**config.mk**
```make
export PLATFORM = sky130hd
export DESIGN_NAME = smtc_ctrl
export DESIGN_NICKNAME = d
export VERILOG_FILES = /design/src/smtc_ctrl.v /design/src/smtc_sync.v
export VERILOG_INCLUDE_DIRS = /design/src
export SDC_FILE = /design/constraint.sdc
export NUM_CORES = 1
export LEC_CHECK = 0
export BUFFER_PORTS_ARGS = -buffer_cell sky130_fd_sc_hd__buf_2
export CORE_MARGIN = 4
export CORE_UTILIZATION = 49
export CTS_CLUSTER_DIAMETER = 40
export DETAILED_ROUTE_END_ITERATION = 12
export GPL_TIMING_DRIVEN = 0
export HOLD_SLACK_MARGIN = 0.05
export PLACE_DENSITY = 0.8
export SYNTH_ARGS = -nofsm -noshare
export SYNTH_HDL_FRONTEND = slang
export SYNTH_SLANG_ARGS = --single-unit
```
**constraint.sdc**
```tcl
create_clock -name clk -period 2 [get_ports clk]
set_input_delay 0.2 -clock clk [delete_from_list [all_inputs] [get_ports clk]]
set_output_delay 0.2 -clock clk [all_outputs]
set_load 0.1 [all_outputs]
```
**src/smtc_consts.vh**
```
// Constants for the synchronous modem transmit and command controller.
`ifndef SMTC_CONSTS_VH
`define SMTC_CONSTS_VH

// ----------------------------------------------------------------------
// Register byte addresses
// ----------------------------------------------------------------------
`define SMTC_ADDR_CMD      4'h0
`define SMTC_ADDR_STATUS   4'h4
`define SMTC_ADDR_EVENT    4'h8
`define SMTC_ADDR_OUTDATA  4'hc

// ----------------------------------------------------------------------
// Command word bit positions
// ----------------------------------------------------------------------
`define SMTC_CB_CONNECT    1
`define SMTC_CB_IN_SEL     2
`define SMTC_CB_OUT_SEL    3
`define SMTC_CB_RTS_ON     4
`define SMTC_CB_RTS_OFF    5
`define SMTC_CB_SYNC       6
`define SMTC_CB_DTR_ON     7
`define SMTC_CB_DTR_OFF    8
`define SMTC_CB_CALL       9
`define SMTC_CB_MODE_STB   10
`define SMTC_CB_PARITY     11
`define SMTC_CB_CHAR       12
`define SMTC_CB_ROUTE      13
`define SMTC_CB_CALL_STB   15

// ----------------------------------------------------------------------
// Event register bit positions (write one to pulse)
// ----------------------------------------------------------------------
`define SMTC_EB_FIRST      0
`define SMTC_EB_SECOND     1
`define SMTC_EB_MISS       2
`define SMTC_EB_LOAD       3
`define SMTC_EB_GATE_IN    4
`define SMTC_EB_PAR_CLR    5

// ----------------------------------------------------------------------
// Timing counts and command reset word
// ----------------------------------------------------------------------
`define SMTC_BIT_COUNT     8
`define SMTC_SLOW_COUNT    16
`define SMTC_ONESHOT_CYC   4
`define SMTC_CMD_RESET     16'h0000

`endif

```
**src/smtc_ctrl.v**
```verilog
// Synchronous modem interface control: sync completion, transmit timing, command register.
`timescale 1ns/10ps
`include "smtc_consts.vh"

module smtc_ctrl #(
    parameter BITS = `SMTC_BIT_COUNT
) (
    input  wire        clk,
    input  wire        rst_n,
    input  wire [3:0]  avs_address,
    input  wire        avs_read,
    input  wire        avs_write,
    input  wire [31:0] avs_writedata,
    output reg  [31:0] avs_readdata,
    output wire        avs_waitrequest,
    input  wire        modem_tx_clock,
    input  wire        transmit_enable,
    output reg         input_load_enable,
    output reg         parity_count_pulse,
    output wire        input_interrupt,
    output wire        output_interrupt,
    output wire        in_sync_interrupt,
    output reg         output_load_pulse,
    output reg         parity_char_load,
    output reg         serial_shift_pulse,
    output wire        output_ready_to_modem,
    output wire        transmit_data_ready,
    output reg         dataset_reg_strobe,
    output reg         autodial_reg_strobe,
    output wire        request_to_send,
    output wire        data_terminal_ready,
    output wire        call_request
);

    // Constants kept at full width and cut on use, so no bit is lost silently.
    localparam        BW       = $clog2(BITS);
    localparam [31:0] BIT_LAST = BITS - 1;
    localparam [31:0] SHOT_LEN = `SMTC_ONESHOT_CYC;

    // ------------------------------------------------------------------
    // Bus decode
    // ------------------------------------------------------------------
    reg         ack_q;
    wire        req = (avs_read | avs_write) & ~ack_q;
    wire        wr  = avs_write & ~ack_q;
    wire        rd  = avs_read & ~ack_q;
    reg         command_strobe;
    reg         output_reg_strobe;
    reg         ev_wr;
    wire [15:0] cw = avs_writedata[15:0];

    // One wait state per access, so every request answers on its second edge.
    assign avs_waitrequest = (avs_read | avs_write) & ~ack_q;

    always @* begin
        command_strobe    = 1'b0;
        output_reg_strobe = 1'b0;
        ev_wr             = 1'b0;
        if (wr && avs_address == `SMTC_ADDR_CMD) begin
            command_strobe = 1'b1;
        end else if (wr && avs_address == `SMTC_ADDR_OUTDATA) begin
            output_reg_strobe = 1'b1;
        end else if (wr && avs_address == `SMTC_ADDR_EVENT) begin
            ev_wr = 1'b1;
        end
    end

    always @(posedge clk) begin
        if (!rst_n) begin
            ack_q <= 1'b0;
        end else begin
            ack_q <= req;
        end
    end

    // Software-driven receive events, one-cycle pulses.
    wire first_word_match_strobe  = ev_wr & cw[`SMTC_EB_FIRST];
    wire second_word_match_strobe = ev_wr & cw[`SMTC_EB_SECOND];
    wire second_miss              = ev_wr & cw[`SMTC_EB_MISS];
    wire input_reg_load           = ev_wr & cw[`SMTC_EB_LOAD];
    wire gate_input_to_bus        = ev_wr & cw[`SMTC_EB_GATE_IN];
    wire receive_parity_clear     = ev_wr & cw[`SMTC_EB_PAR_CLR];
    wire begin_sync_cmd           = command_strobe & cw[`SMTC_CB_SYNC];

    // ------------------------------------------------------------------
    // Receive sync completion
    // ------------------------------------------------------------------
    reg sync_mode_q;
    reg first_found_q;
    reg in_sync_q;
    reg input_ready_q;
    reg in_ie_q;
    reg out_ie_q;
    reg [2:0] shot_q;

    always @(posedge clk) begin
        if (!rst_n) begin
            sync_mode_q   <= 1'b0;
            first_found_q <= 1'b0;
            in_sync_q     <= 1'b0;
        end else if (begin_sync_cmd) begin
            sync_mode_q   <= 1'b1;
            first_found_q <= 1'b0;
            in_sync_q     <= 1'b0;
        end else if (second_word_match_strobe && first_found_q) begin
            in_sync_q     <= 1'b1;
            sync_mode_q   <= 1'b0;
            first_found_q <= 1'b0;
        end else if (second_miss) begin
            first_found_q <= 1'b0;
        end else if (first_word_match_strobe && sync_mode_q) begin
            first_found_q <= 1'b1;
        end
    end

    // Load enable pulse and parity count pulse.
    always @(posedge clk) begin
        if (!rst_n) begin
            input_load_enable  <= 1'b0;
            parity_count_pulse <= 1'b0;
        end else begin
            input_load_enable  <= second_word_match_strobe & first_found_q;
            parity_count_pulse <= first_word_match_strobe | second_word_match_strobe
                                  | input_reg_load;
        end
    end

    // Input ready: load sets, and set wins over a clear in the same cycle.
    always @(posedge clk) begin
        if (!rst_n) begin
            input_ready_q <= 1'b0;
        end else if (input_reg_load) begin
            input_ready_q <= 1'b1;
        end else if (gate_input_to_bus | receive_parity_clear | begin_sync_cmd) begin
            input_ready_q <= 1'b0;
        end
    end

    assign input_interrupt = input_ready_q & in_ie_q;

    // One-shot fired by every second_word_match_strobe, in sync or not, stretched over a few cycles so slow logic sees it.
    always @(posedge clk) begin
        if (!rst_n) begin
            shot_q <= 3'h0;
        end else if (second_word_match_strobe) begin
            shot_q <= SHOT_LEN[2:0];
        end else if (shot_q != 3'h0) begin
            shot_q <= shot_q - 3'h1;
        end
    end

    assign in_sync_interrupt = (shot_q != 3'h0);

    // ------------------------------------------------------------------
    // Command register
    // ------------------------------------------------------------------
    reg parity_enable;
    reg char_mode_high;
    reg route_autodial_q;
    reg rts_q;
    reg dtr_q;
    reg call_q;

    // Only fields addressed by a strobe change; all others hold.
    always @(posedge clk) begin
        if (!rst_n) begin
            parity_enable    <= 1'b0;
            char_mode_high   <= 1'b0;
            route_autodial_q <= 1'b0;
            rts_q            <= 1'b0;
            dtr_q            <= 1'b0;
            in_ie_q          <= 1'b0;
            out_ie_q         <= 1'b0;
        end else if (command_strobe) begin
            if (cw[`SMTC_CB_MODE_STB]) begin
                parity_enable    <= cw[`SMTC_CB_PARITY];
                char_mode_high   <= cw[`SMTC_CB_CHAR];
                route_autodial_q <= cw[`SMTC_CB_ROUTE];
            end
            if (cw[`SMTC_CB_RTS_ON]) begin
                rts_q <= 1'b1;
            end else if (cw[`SMTC_CB_RTS_OFF]) begin
                rts_q <= 1'b0;
            end
            if (cw[`SMTC_CB_DTR_ON]) begin
                dtr_q <= 1'b1;
            end else if (cw[`SMTC_CB_DTR_OFF]) begin
                dtr_q <= 1'b0;
            end
            if (cw[`SMTC_CB_IN_SEL]) begin
                in_ie_q <= cw[`SMTC_CB_CONNECT];
            end
            if (cw[`SMTC_CB_OUT_SEL]) begin
                out_ie_q <= cw[`SMTC_CB_CONNECT];
            end
        end
    end

    // Call request is dropped whenever terminal ready is low.
    always @(posedge clk) begin
        if (!rst_n || !dtr_q) begin
            call_q <= 1'b0;
        end else if (command_strobe && cw[`SMTC_CB_CALL_STB]) begin
            call_q <= cw[`SMTC_CB_CALL];
        end
    end

    // Output strobes routed to one register bank, registered one cycle.
    always @(posedge clk) begin
        if (!rst_n) begin
            dataset_reg_strobe  <= 1'b0;
            autodial_reg_strobe <= 1'b0;
        end else begin
            dataset_reg_strobe  <= output_reg_strobe & ~route_autodial_q;
            autodial_reg_strobe <= output_reg_strobe & route_autodial_q;
        end
    end

    assign request_to_send     = rts_q;
    assign data_terminal_ready = dtr_q;
    assign call_request        = call_q;

    // ------------------------------------------------------------------
    // Transmit timing on the modem clock
    // ------------------------------------------------------------------
    wire txc_s;
    reg  txc_prev_q;
    reg  [BW-1:0] bit_cnt_q;
    reg  [3:0]    slow_cnt_q;
    reg  busy_q;
    reg  load_armed_q;
    reg  parity_pend_q;
    reg  parity_sent_q;
    wire tick;
    wire timing_phase_one;
    wire timing_phase_two;

    smtc_sync u_txc_sync (
        .clk   (clk),
        .rst_n (rst_n),
        .d     (modem_tx_clock),
        .q     (txc_s)
    );

    // Rising modem clock edges are the only bit-timing events.
    assign tick = txc_s & ~txc_prev_q;
    assign timing_phase_one = tick & (bit_cnt_q == {BW{1'b0}});
    assign timing_phase_two = tick & (bit_cnt_q == BIT_LAST[BW-1:0]);

    // Counters; character mode keeps the sixteen count initialised.
    always @(posedge clk) begin
        if (!rst_n) begin
            txc_prev_q <= 1'b0;
            bit_cnt_q  <= {BW{1'b0}};
            slow_cnt_q <= 4'h0;
        end else begin
            txc_prev_q <= txc_s;
            if (tick) begin
                bit_cnt_q <= (bit_cnt_q == BIT_LAST[BW-1:0]) ? {BW{1'b0}}
                             : bit_cnt_q + {{(BW-1){1'b0}}, 1'b1};
                if (char_mode_high) begin
                    slow_cnt_q <= 4'h0;
                end else if (bit_cnt_q == BIT_LAST[BW-1:0]) begin
                    slow_cnt_q <= slow_cnt_q + 4'h1;
                end
            end
        end
    end

    // Busy and load arming; a write wins over the clearing load pulse.
    always @(posedge clk) begin
        if (!rst_n) begin
            busy_q       <= 1'b0;
            load_armed_q <= 1'b0;
        end else begin
            if (output_reg_strobe) begin
                busy_q <= 1'b1;
            end else if (output_load_pulse && char_mode_high) begin
                busy_q <= 1'b0;
            end
            if (timing_phase_one && busy_q) begin
                load_armed_q <= 1'b1;
            end else if (timing_phase_two && !busy_q) begin
                load_armed_q <= 1'b0;
            end
        end
    end

    // Parity pending rises with enabled parity, held clear otherwise.
    always @(posedge clk) begin
        if (!rst_n || !parity_enable) begin
            parity_pend_q <= 1'b0;
            parity_sent_q <= 1'b0;
        end else if (output_load_pulse) begin
            parity_pend_q <= 1'b1;
            parity_sent_q <= 1'b0;
        end else if (parity_char_load) begin
            parity_pend_q <= 1'b0;
            parity_sent_q <= 1'b1;
        end
    end

    // Load pulses only at counter zero, so a byte never gets cut short.
    always @(posedge clk) begin
        if (!rst_n) begin
            output_load_pulse  <= 1'b0;
            parity_char_load   <= 1'b0;
            serial_shift_pulse <= 1'b0;
        end else begin
            output_load_pulse  <= timing_phase_one & load_armed_q & busy_q
                                  & transmit_enable;
            parity_char_load   <= timing_phase_one & ~load_armed_q & parity_pend_q
                                  & transmit_enable;
            serial_shift_pulse <= tick;
        end
    end

    // Ready to modem only with parity enabled, once no load is armed and no parity is pending.
    assign output_ready_to_modem = parity_enable & ~load_armed_q & ~parity_pend_q;
    assign transmit_data_ready   = busy_q;
    assign output_interrupt      = out_ie_q & ~busy_q;

    // ------------------------------------------------------------------
    // Read data
    // ------------------------------------------------------------------
    always @(posedge clk) begin
        if (!rst_n) begin
            avs_readdata <= 32'h00000000;
        end else if (rd && avs_address == `SMTC_ADDR_STATUS) begin
            avs_readdata <= {16'h0000, slow_cnt_q, parity_sent_q, parity_pend_q,
                             load_armed_q, busy_q, call_q, dtr_q, rts_q,
                             char_mode_high, parity_enable, in_sync_q,
                             input_ready_q, sync_mode_q};
        end else if (rd && avs_address == `SMTC_ADDR_CMD) begin
            avs_readdata <= {26'h0000000, out_ie_q, in_ie_q, route_autodial_q,
                             first_found_q, bit_cnt_q == {BW{1'b0}}, 1'b0};
        end else if (rd) begin
            avs_readdata <= 32'h00000000;
        end
    end
endmodule // smtc_ctrl

```
**src/smtc_sync.v**
```verilog
// Two flip-flop synchroniser for a single level.
`timescale 1ns/10ps

module smtc_sync (
    clk,
    rst_n,
    d,
    q
);
    input  wire clk;
    input  wire rst_n;
    input  wire d;
    output wire q;

    reg meta_q;
    reg sync_q;

    // ------------------------------------------------------------------
    // First stage feeds only the second stage.
    // ------------------------------------------------------------------
    always @(posedge clk) begin
        if (!rst_n) begin
            meta_q <= 1'b0;
            sync_q <= 1'b0;
        end else begin
            meta_q <= d;
            sync_q <= meta_q;
        end
    end

    assign q = sync_q;
endmodule // smtc_sync

```
==> flow_metrics.env, run 1 <==
export IMPL_ant_nets=0
export IMPL_path_clk_slew_ns=0.09
export IMPL_worst_setup_path_end_kind="primary output"
export IMPL_initial_core_util_pct=50.4
export IMPL_diodes=0
export IMPL_crit_chain="inv_1, ha_1, ha_1, inv_1, buf_2"
export IMPL_die_y_um=77.7
export IMPL_core_um2=4720
export IMPL_finalPower_w=0.00244
export IMPL_cts_setup_buffers=0
export IMPL_startpoint="shot_q[0]"
export IMPL_slew_limit_headroom_pct=37.4
export IMPL_htreeDepth=2
export IMPL_grt_util_all_layers_pct=19.2
export IMPL_gp_congestion=0.876
export IMPL_arrival_ns=1.66
export IMPL_synth_cell_types=44
export IMPL_clock_path_buffers=2
export IMPL_netlist_top_cells_count="53 x dfxtp_1, 32 x nand2_1, 20 x a21oi_1"
export IMPL_status="completed"
export IMPL_crit_type="reg -> out"
export IMPL_rsz0062_at_grt="no"
export IMPL_ys_ff_latch=53
export IMPL_critPathBufInv=3
export IMPL_syn_area_um2=2380
export IMPL_drt_first_iter_violations=155
export IMPL_tritoncts="done"
export IMPL_ys_warn_count=0
export IMPL_min_period_ns=1.86
export IMPL_antenna_found_initial=0
export IMPL_synth_area_leaders="dfxtp_1 45%, buf_4 5.4%, nand2_1 5.0%"
export IMPL_grt_pass1_vias=1996
export IMPL_synth_ff_type="dfxtp_1"
export IMPL_netlist_instances=268
export IMPL_fin_area_um2=2910
export IMPL_clock_latency_ns=0.31
export IMPL_drv_slew=0
export IMPL_numCtsBuffers=5
export IMPL_dieArea_um2=6040
export IMPL_ir_drop_uv=386
export IMPL_p_per_area_nw_per_um2=837
export IMPL_fmax_mhz=537
export IMPL_reg2reg_to="slow_cnt_q[3]"
export IMPL_holdWs_ns=0.0916
export IMPL_design_portCount=90
export IMPL_worstRegToRegCells=5
export IMPL_overflow=0
export IMPL_worstSetupStartpointType="flip-flop"
export IMPL_worstHoldStart="modem_tx_clock"
export IMPL_grt_max_degree=16
export IMPL_r2r_setup_slack_ns=0.35
export IMPL_r2r_start="bit_cnt_q[0]"
export IMPL_crit_family="buffers and inverters"
export IMPL_critical_path_required_ns=1.80
export IMPL_die_w_um=77.7
export IMPL_avgSynthCellArea_um2=8.89
export IMPL_critPathCapture="in_sync_interrupt"
export IMPL_wl_per_cell_um=13.6
export IMPL_hold_viol_final=0
export IMPL_dpl_cell_area_um2=2810
export IMPL_async_flop_share_pct=0
export IMPL_synth_top_cell_by_area="dfxtp_1"
export IMPL_fillerInstances=435
export IMPL_ys_seq_area_share_pct=44.5
export IMPL_dp_final_hpwl_mm=4.26
export IMPL_clock_skew_ns=0.00463
export IMPL_setup_viol=0
export IMPL_hp_class="in -> reg"
export IMPL_yosysMostFrequentCell="dfxtp_1"
export IMPL_dr_total_vias=2136
export IMPL_crit_fanout=5
export IMPL_crit_path_top_delay_cell="buf_2"
export IMPL_worstMarginPinSlew_ns=0.930
export IMPL_io_buffer_count=56
export IMPL_synth_top_area_share_pct=44.5
export IMPL_leakagePower_nw=1.32
export IMPL_grt_pass1_wl_mm=9.41
export IMPL_nets=395
export IMPL_row_count=25
export IMPL_drtPass1Iterations=4
export IMPL_routed_wl_mm=5.62
export IMPL_max_stage_delay_ns=0.41
export IMPL_post_route_util_pct=61.7
export IMPL_finalCritPeriodShare_pct=93.0
export IMPL_syn_to_final_growth_pct=22.3
export IMPL_root_buffer="clkbuf_8"
export IMPL_holdBufCountCts=0
export IMPL_viasPerCell=5.17
export IMPL_cts_num_sinks=53
export IMPL_finalSetupTns_ns=0
export IMPL_drive_above_1_share_pct=27.5
export IMPL_drv_cap=0
export IMPL_synth_edf_count=0
export IMPL_cts_resized=0
export IMPL_drc=0
export IMPL_worst_path_stages=5
## per-stage QoR
step,std cells,setup WS [ns]
global route,413,0.0564
floorplan,283,0.170
finish,413,0.139
detailed placement,406,0.345
global placement,406,0.438
CTS,413,0.133
## power breakdown
group          switching [W]  internal (W)
combinational       0.000465      0.000151
sequential         0.0000241       0.00109
clock               0.000347      0.000364
total               0.000835       0.00160
## state kept, by name, summed over array words and instances, names as in the netlist, 3 cells and up
register      count
avs_readdata     16
bit_cnt_q         3
slow_cnt_q        4
shot_q            3
## cells by family (layout without fill, tap and decap cells)
group	count (synthesis)	after routing	share of synthesized area [%]
xor gates and xnor gates	1	1	0.368
and+or+nand+nor	109	109	25.3
muxes	8	8	3.41
buffers and inverters	41	104	9.98
DFF	53	53	44.5
adders and majority gates	7	7	3.68
other	1	16	0.157
AOI/OAI and AO/OA	48	48	12.6
## layout make-up
type	instances	area, µm²	area share, %
well taps	67	83.8	2.88
clock inverters	2	35.0	1.20
clock buffers	5	68.8	2.36
plain buffers	29	193	6.61
flip-flops and latches	53	1060	36.4
multi-input cells	189	1150	39.4
inverters	12	45.0	1.55
repair buffers	56	280	9.62
## routing by layer
layer  vias up  part of all wire (%)  global-route usage, %
li1       1051                     -                      -
met1       995                    43                   25.9
met2        82                    47                   30.8
met3         8                   7.8                   4.41
met4         0                   1.5                   5.16
met5         -                     0                      0
## how the worst min path moves through the flow
stage | end | slack [ns] | cells past startpoint
after floorplan | u_txc_sync.meta_q | 0.33 | 1
after global placement | u_txc_sync.meta_q | 0.41 | 2
after detailed placement | u_txc_sync.meta_q | 0.41 | 2
after CTS | u_txc_sync.meta_q | 0.09 | 2
after global routing | u_txc_sync.meta_q | 0.09 | 2
final | u_txc_sync.meta_q | 0.09 | 2
## cells in the final DEF, fill, tap and decap left out, types with 3 or more instances in the layout
master	n
and2_1	4
nand3_1	19
nand3b_1	5
a21oi_1	20
and3_1	5
a31o_2	3
nor3_1	3
nand4_1	3
o31ai_1	3
nand2b_1	3
buf_2	60
clkbuf_8	5
conb_1	16
a221oi_1	4
nor2_1	16
o21ai_0	7
buf_4	17
clkbuf_1	4
ha_1	7
dfxtp_1	53
inv_1	12
nand2_1	32
a31oi_1	5
mux2i_1	7
Power figures use the tool's default switching activity.
==> run 2: changes to the inputs <==
--- a/config.mk
+++ b/config.mk
@@ -6,14 +6,14 @@
 export SDC_FILE = /design/constraint.sdc
 export NUM_CORES = 1
 export LEC_CHECK = 0
-export BUFFER_PORTS_ARGS = -buffer_cell sky130_fd_sc_hd__buf_2
 export CORE_MARGIN = 4
-export CORE_UTILIZATION = 49
+export CORE_UTILIZATION = 55
 export CTS_CLUSTER_DIAMETER = 40
 export DETAILED_ROUTE_END_ITERATION = 12
+export DONT_BUFFER_PORTS = 1
 export GPL_TIMING_DRIVEN = 0
 export HOLD_SLACK_MARGIN = 0.05
-export PLACE_DENSITY = 0.8
+export PLACE_DENSITY = 0.7
 export SYNTH_ARGS = -nofsm -noshare
 export SYNTH_HDL_FRONTEND = slang
 export SYNTH_SLANG_ARGS = --single-unit
==> run 2 against run 1 <==
  * Clock skew barely moved
  * Fmax up 0.23%
  * Global-route usage increased by 1.0 points
  * Sequential share of layout area increased by 2.8 points
  * Worst hold slack got worse by 0.036 ns
  * Sequential cell count unchanged
  * First-iteration DRC count shrank 65%
  * Power fell by 6.4%
  * Wire length fell by 5.3%
  * Sequential power grew 6%
  * Cell area fell by 7.0%
  * Critical path type unchanged
  * Critical endpoint unchanged
  * Largest cell class unchanged
==> flow_metrics.env, run 2 (same netlist as run 1, synthesis figures left out) <==
export IMPL_status="completed"
export IMPL_timing_final_ws_setup_ns=0.143
export IMPL_worst_setup_path_end_kind="primary output"
export IMPL_crit_type="reg -> out"
export IMPL_finalSetupTns_ns=0
export IMPL_cts_setup_buffers=0
export IMPL_path_common_cell="ha_1"
export IMPL_grt_pass1_wl_mm=8.46
export IMPL_syn_to_final_growth_pct=13.8
export IMPL_clock_path_buffers=2
export IMPL_overflow=0
export IMPL_leakagePower_nw=1.08
export IMPL_max_stage_delay_ns=0.49
export IMPL_critical_path_required_ns=1.80
export IMPL_finalNonFillerCells=351
export IMPL_min_period_ns=1.86
export IMPL_crit_path_top_delay_cell="clkinvlp_4"
export IMPL_worstRegToRegCells=5
export IMPL_drt_first_iter_violations=54
export IMPL_grt_pass1_vias=1803
export IMPL_dpl_cell_area_um2=2520
export IMPL_antenna_found_initial=0
export IMPL_numCtsBuffers=5
export IMPL_worstMarginPinSlew_ns=1.06
export IMPL_worstSetupStartpointType="flip-flop"
export IMPL_setup_viol=0
export IMPL_reg2reg_to="slow_cnt_q[3]"
export IMPL_dr_total_vias=1910
export IMPL_die_w_um=73.8
export IMPL_r2r_start="bit_cnt_q[0]"
export IMPL_wl_per_cell_um=15.2
export IMPL_tritoncts="done"
export IMPL_dp_final_hpwl_mm=3.91
export IMPL_worstHoldStart="avs_writedata[15]"
export IMPL_core_um2=4090
export IMPL_layout_common_cells="52 x dfxtp_1, 32 x nand2_1, 20 x a21oi_1"
export IMPL_multi_input_area_um2=1160
export IMPL_drv_cap=0
export IMPL_diodes=0
export IMPL_initial_core_util_pct=58.3
export IMPL_top_regs="avs_readdata (16), slow_cnt_q (4)"
export IMPL_arrival_ns=1.66
export IMPL_path_clk_slew_ns=0.08
export IMPL_critPathCapture="in_sync_interrupt"
export IMPL_p_per_area_nw_per_um2=843
export IMPL_fillerInstances=379
export IMPL_fmax_mhz=539
export IMPL_grt_max_degree=16
export IMPL_gp_congestion=0.809
export IMPL_crit_fanout=5
export IMPL_pre_cts_ws_ns=0.0761
export IMPL_hp_class="in -> reg"
export IMPL_clock_latency_ns=0.31
export IMPL_crit_chain="inv_1, ha_1, ha_1, clkinvlp_4"
export IMPL_finalCritPeriodShare_pct=92.8
export IMPL_layout_commonest_cell="dfxtp_1"
export IMPL_row_count=23
export IMPL_root_buffer="clkbuf_8"
export IMPL_dieArea_um2=5450
export IMPL_design_portCount=90
export IMPL_top_register="avs_readdata"
export IMPL_ant_nets=0
export IMPL_routed_wl_mm=5.32
export IMPL_rsz0062_at_grt="no"
export IMPL_drc=0
export IMPL_viasPerCell=5.44
export IMPL_fin_area_um2=2710
export IMPL_startpoint="shot_q[0]"
export IMPL_die_y_um=73.8
export IMPL_slew_limit_headroom_pct=29.5
export IMPL_clock_skew_ns=0.00451
export IMPL_htreeDepth=2
export IMPL_nets=349
export IMPL_drv_slew=0
export IMPL_regArea_um2=1060
export IMPL_ir_drop_uv=429
export IMPL_largest_reg_flops=16
export IMPL_drtPass1Iterations=4
export IMPL_grt_util_all_layers_pct=20.3
export IMPL_r2r_setup_slack_ns=0.39
export IMPL_drive_above_1_share_pct=14.0
export IMPL_io_buffer_count=0
export IMPL_dp_cells=333
export IMPL_cts_num_sinks=53
export IMPL_hold_viol_final=0
[run 2: worst min-delay path by stage]
| stage | to | slack [ns] | cells past startpoint |
|---|---|---|---|
| after floorplan | u_txc_sync.meta_q | 0.33 | 1 |
| after global placement | u_txc_sync.meta_q | 0.33 | 1 |
| after detailed placement | u_txc_sync.meta_q | 0.33 | 1 |
| after CTS | output_load_pulse | 0.05 | 2 |
| after global routing | call_request | 0.06 | 2 |
| final | call_request | 0.06 | 2 |
[run 2: through the flow]
step / power [W] / hold slack (ns) / util [%]
global route: 0.00238 / 0.0592 / 66.3
CTS: 0.00230 / 0.0524 / 66.3
floorplan: 0.00164 / 0.327 / -
global placement: 0.00169 / 0.328 / 61.4
finish: 0.00228 / 0.0556 / 66.3
detailed placement: 0.00170 / 0.332 / 61.6
[run 2: layout make-up]
| class | instances | share of cell area, % |
|---|---|---|
| buffer | 29 | 7.11 |
| clock buffer | 6 | 2.68 |
| clock inverter | 2 | 0.369 |
| inverter | 12 | 1.80 |
| multi-input combinational | 189 | 42.8 |
| sequential | 53 | 39.2 |
| tap | 50 | 2.31 |
| timing repair buffer | 10 | 3.69 |
[run 2: worst max-delay path, delay by kind of cell (launching register included)]
kind	cells	cell delay (ns)
flip-flops	1	0.33
adder cells (fa/ha/maj)	2	0.47
buffers and inverters	2	0.55
[run 2: timing repair]
action / 4_1_cts / 5_1_grt
setup endpoints to repair: 2 / 1
hold buffers: 10 / 0
resized for setup: 2 / 1
endpoints found under the hold margin: 9 / 0
[run 2: where the power goes]
group          internal, W  switching [W]
sequential         0.00109      0.0000892
clock             0.000243       0.000337
combinational     0.000137       0.000390
[run 2: per-layer routing]
| layer | wire, µm | track usage, % | vias up |
|---|---|---|---|
| met4 | 73 | 6.84 | 0 |
| li1 | - | - | 964 |
| met5 | 0 | 0 | - |
| met3 | 469 | 6.98 | 9 |
| met1 | 2390 | 26.1 | 871 |
| met2 | 2390 | 31.6 | 66 |
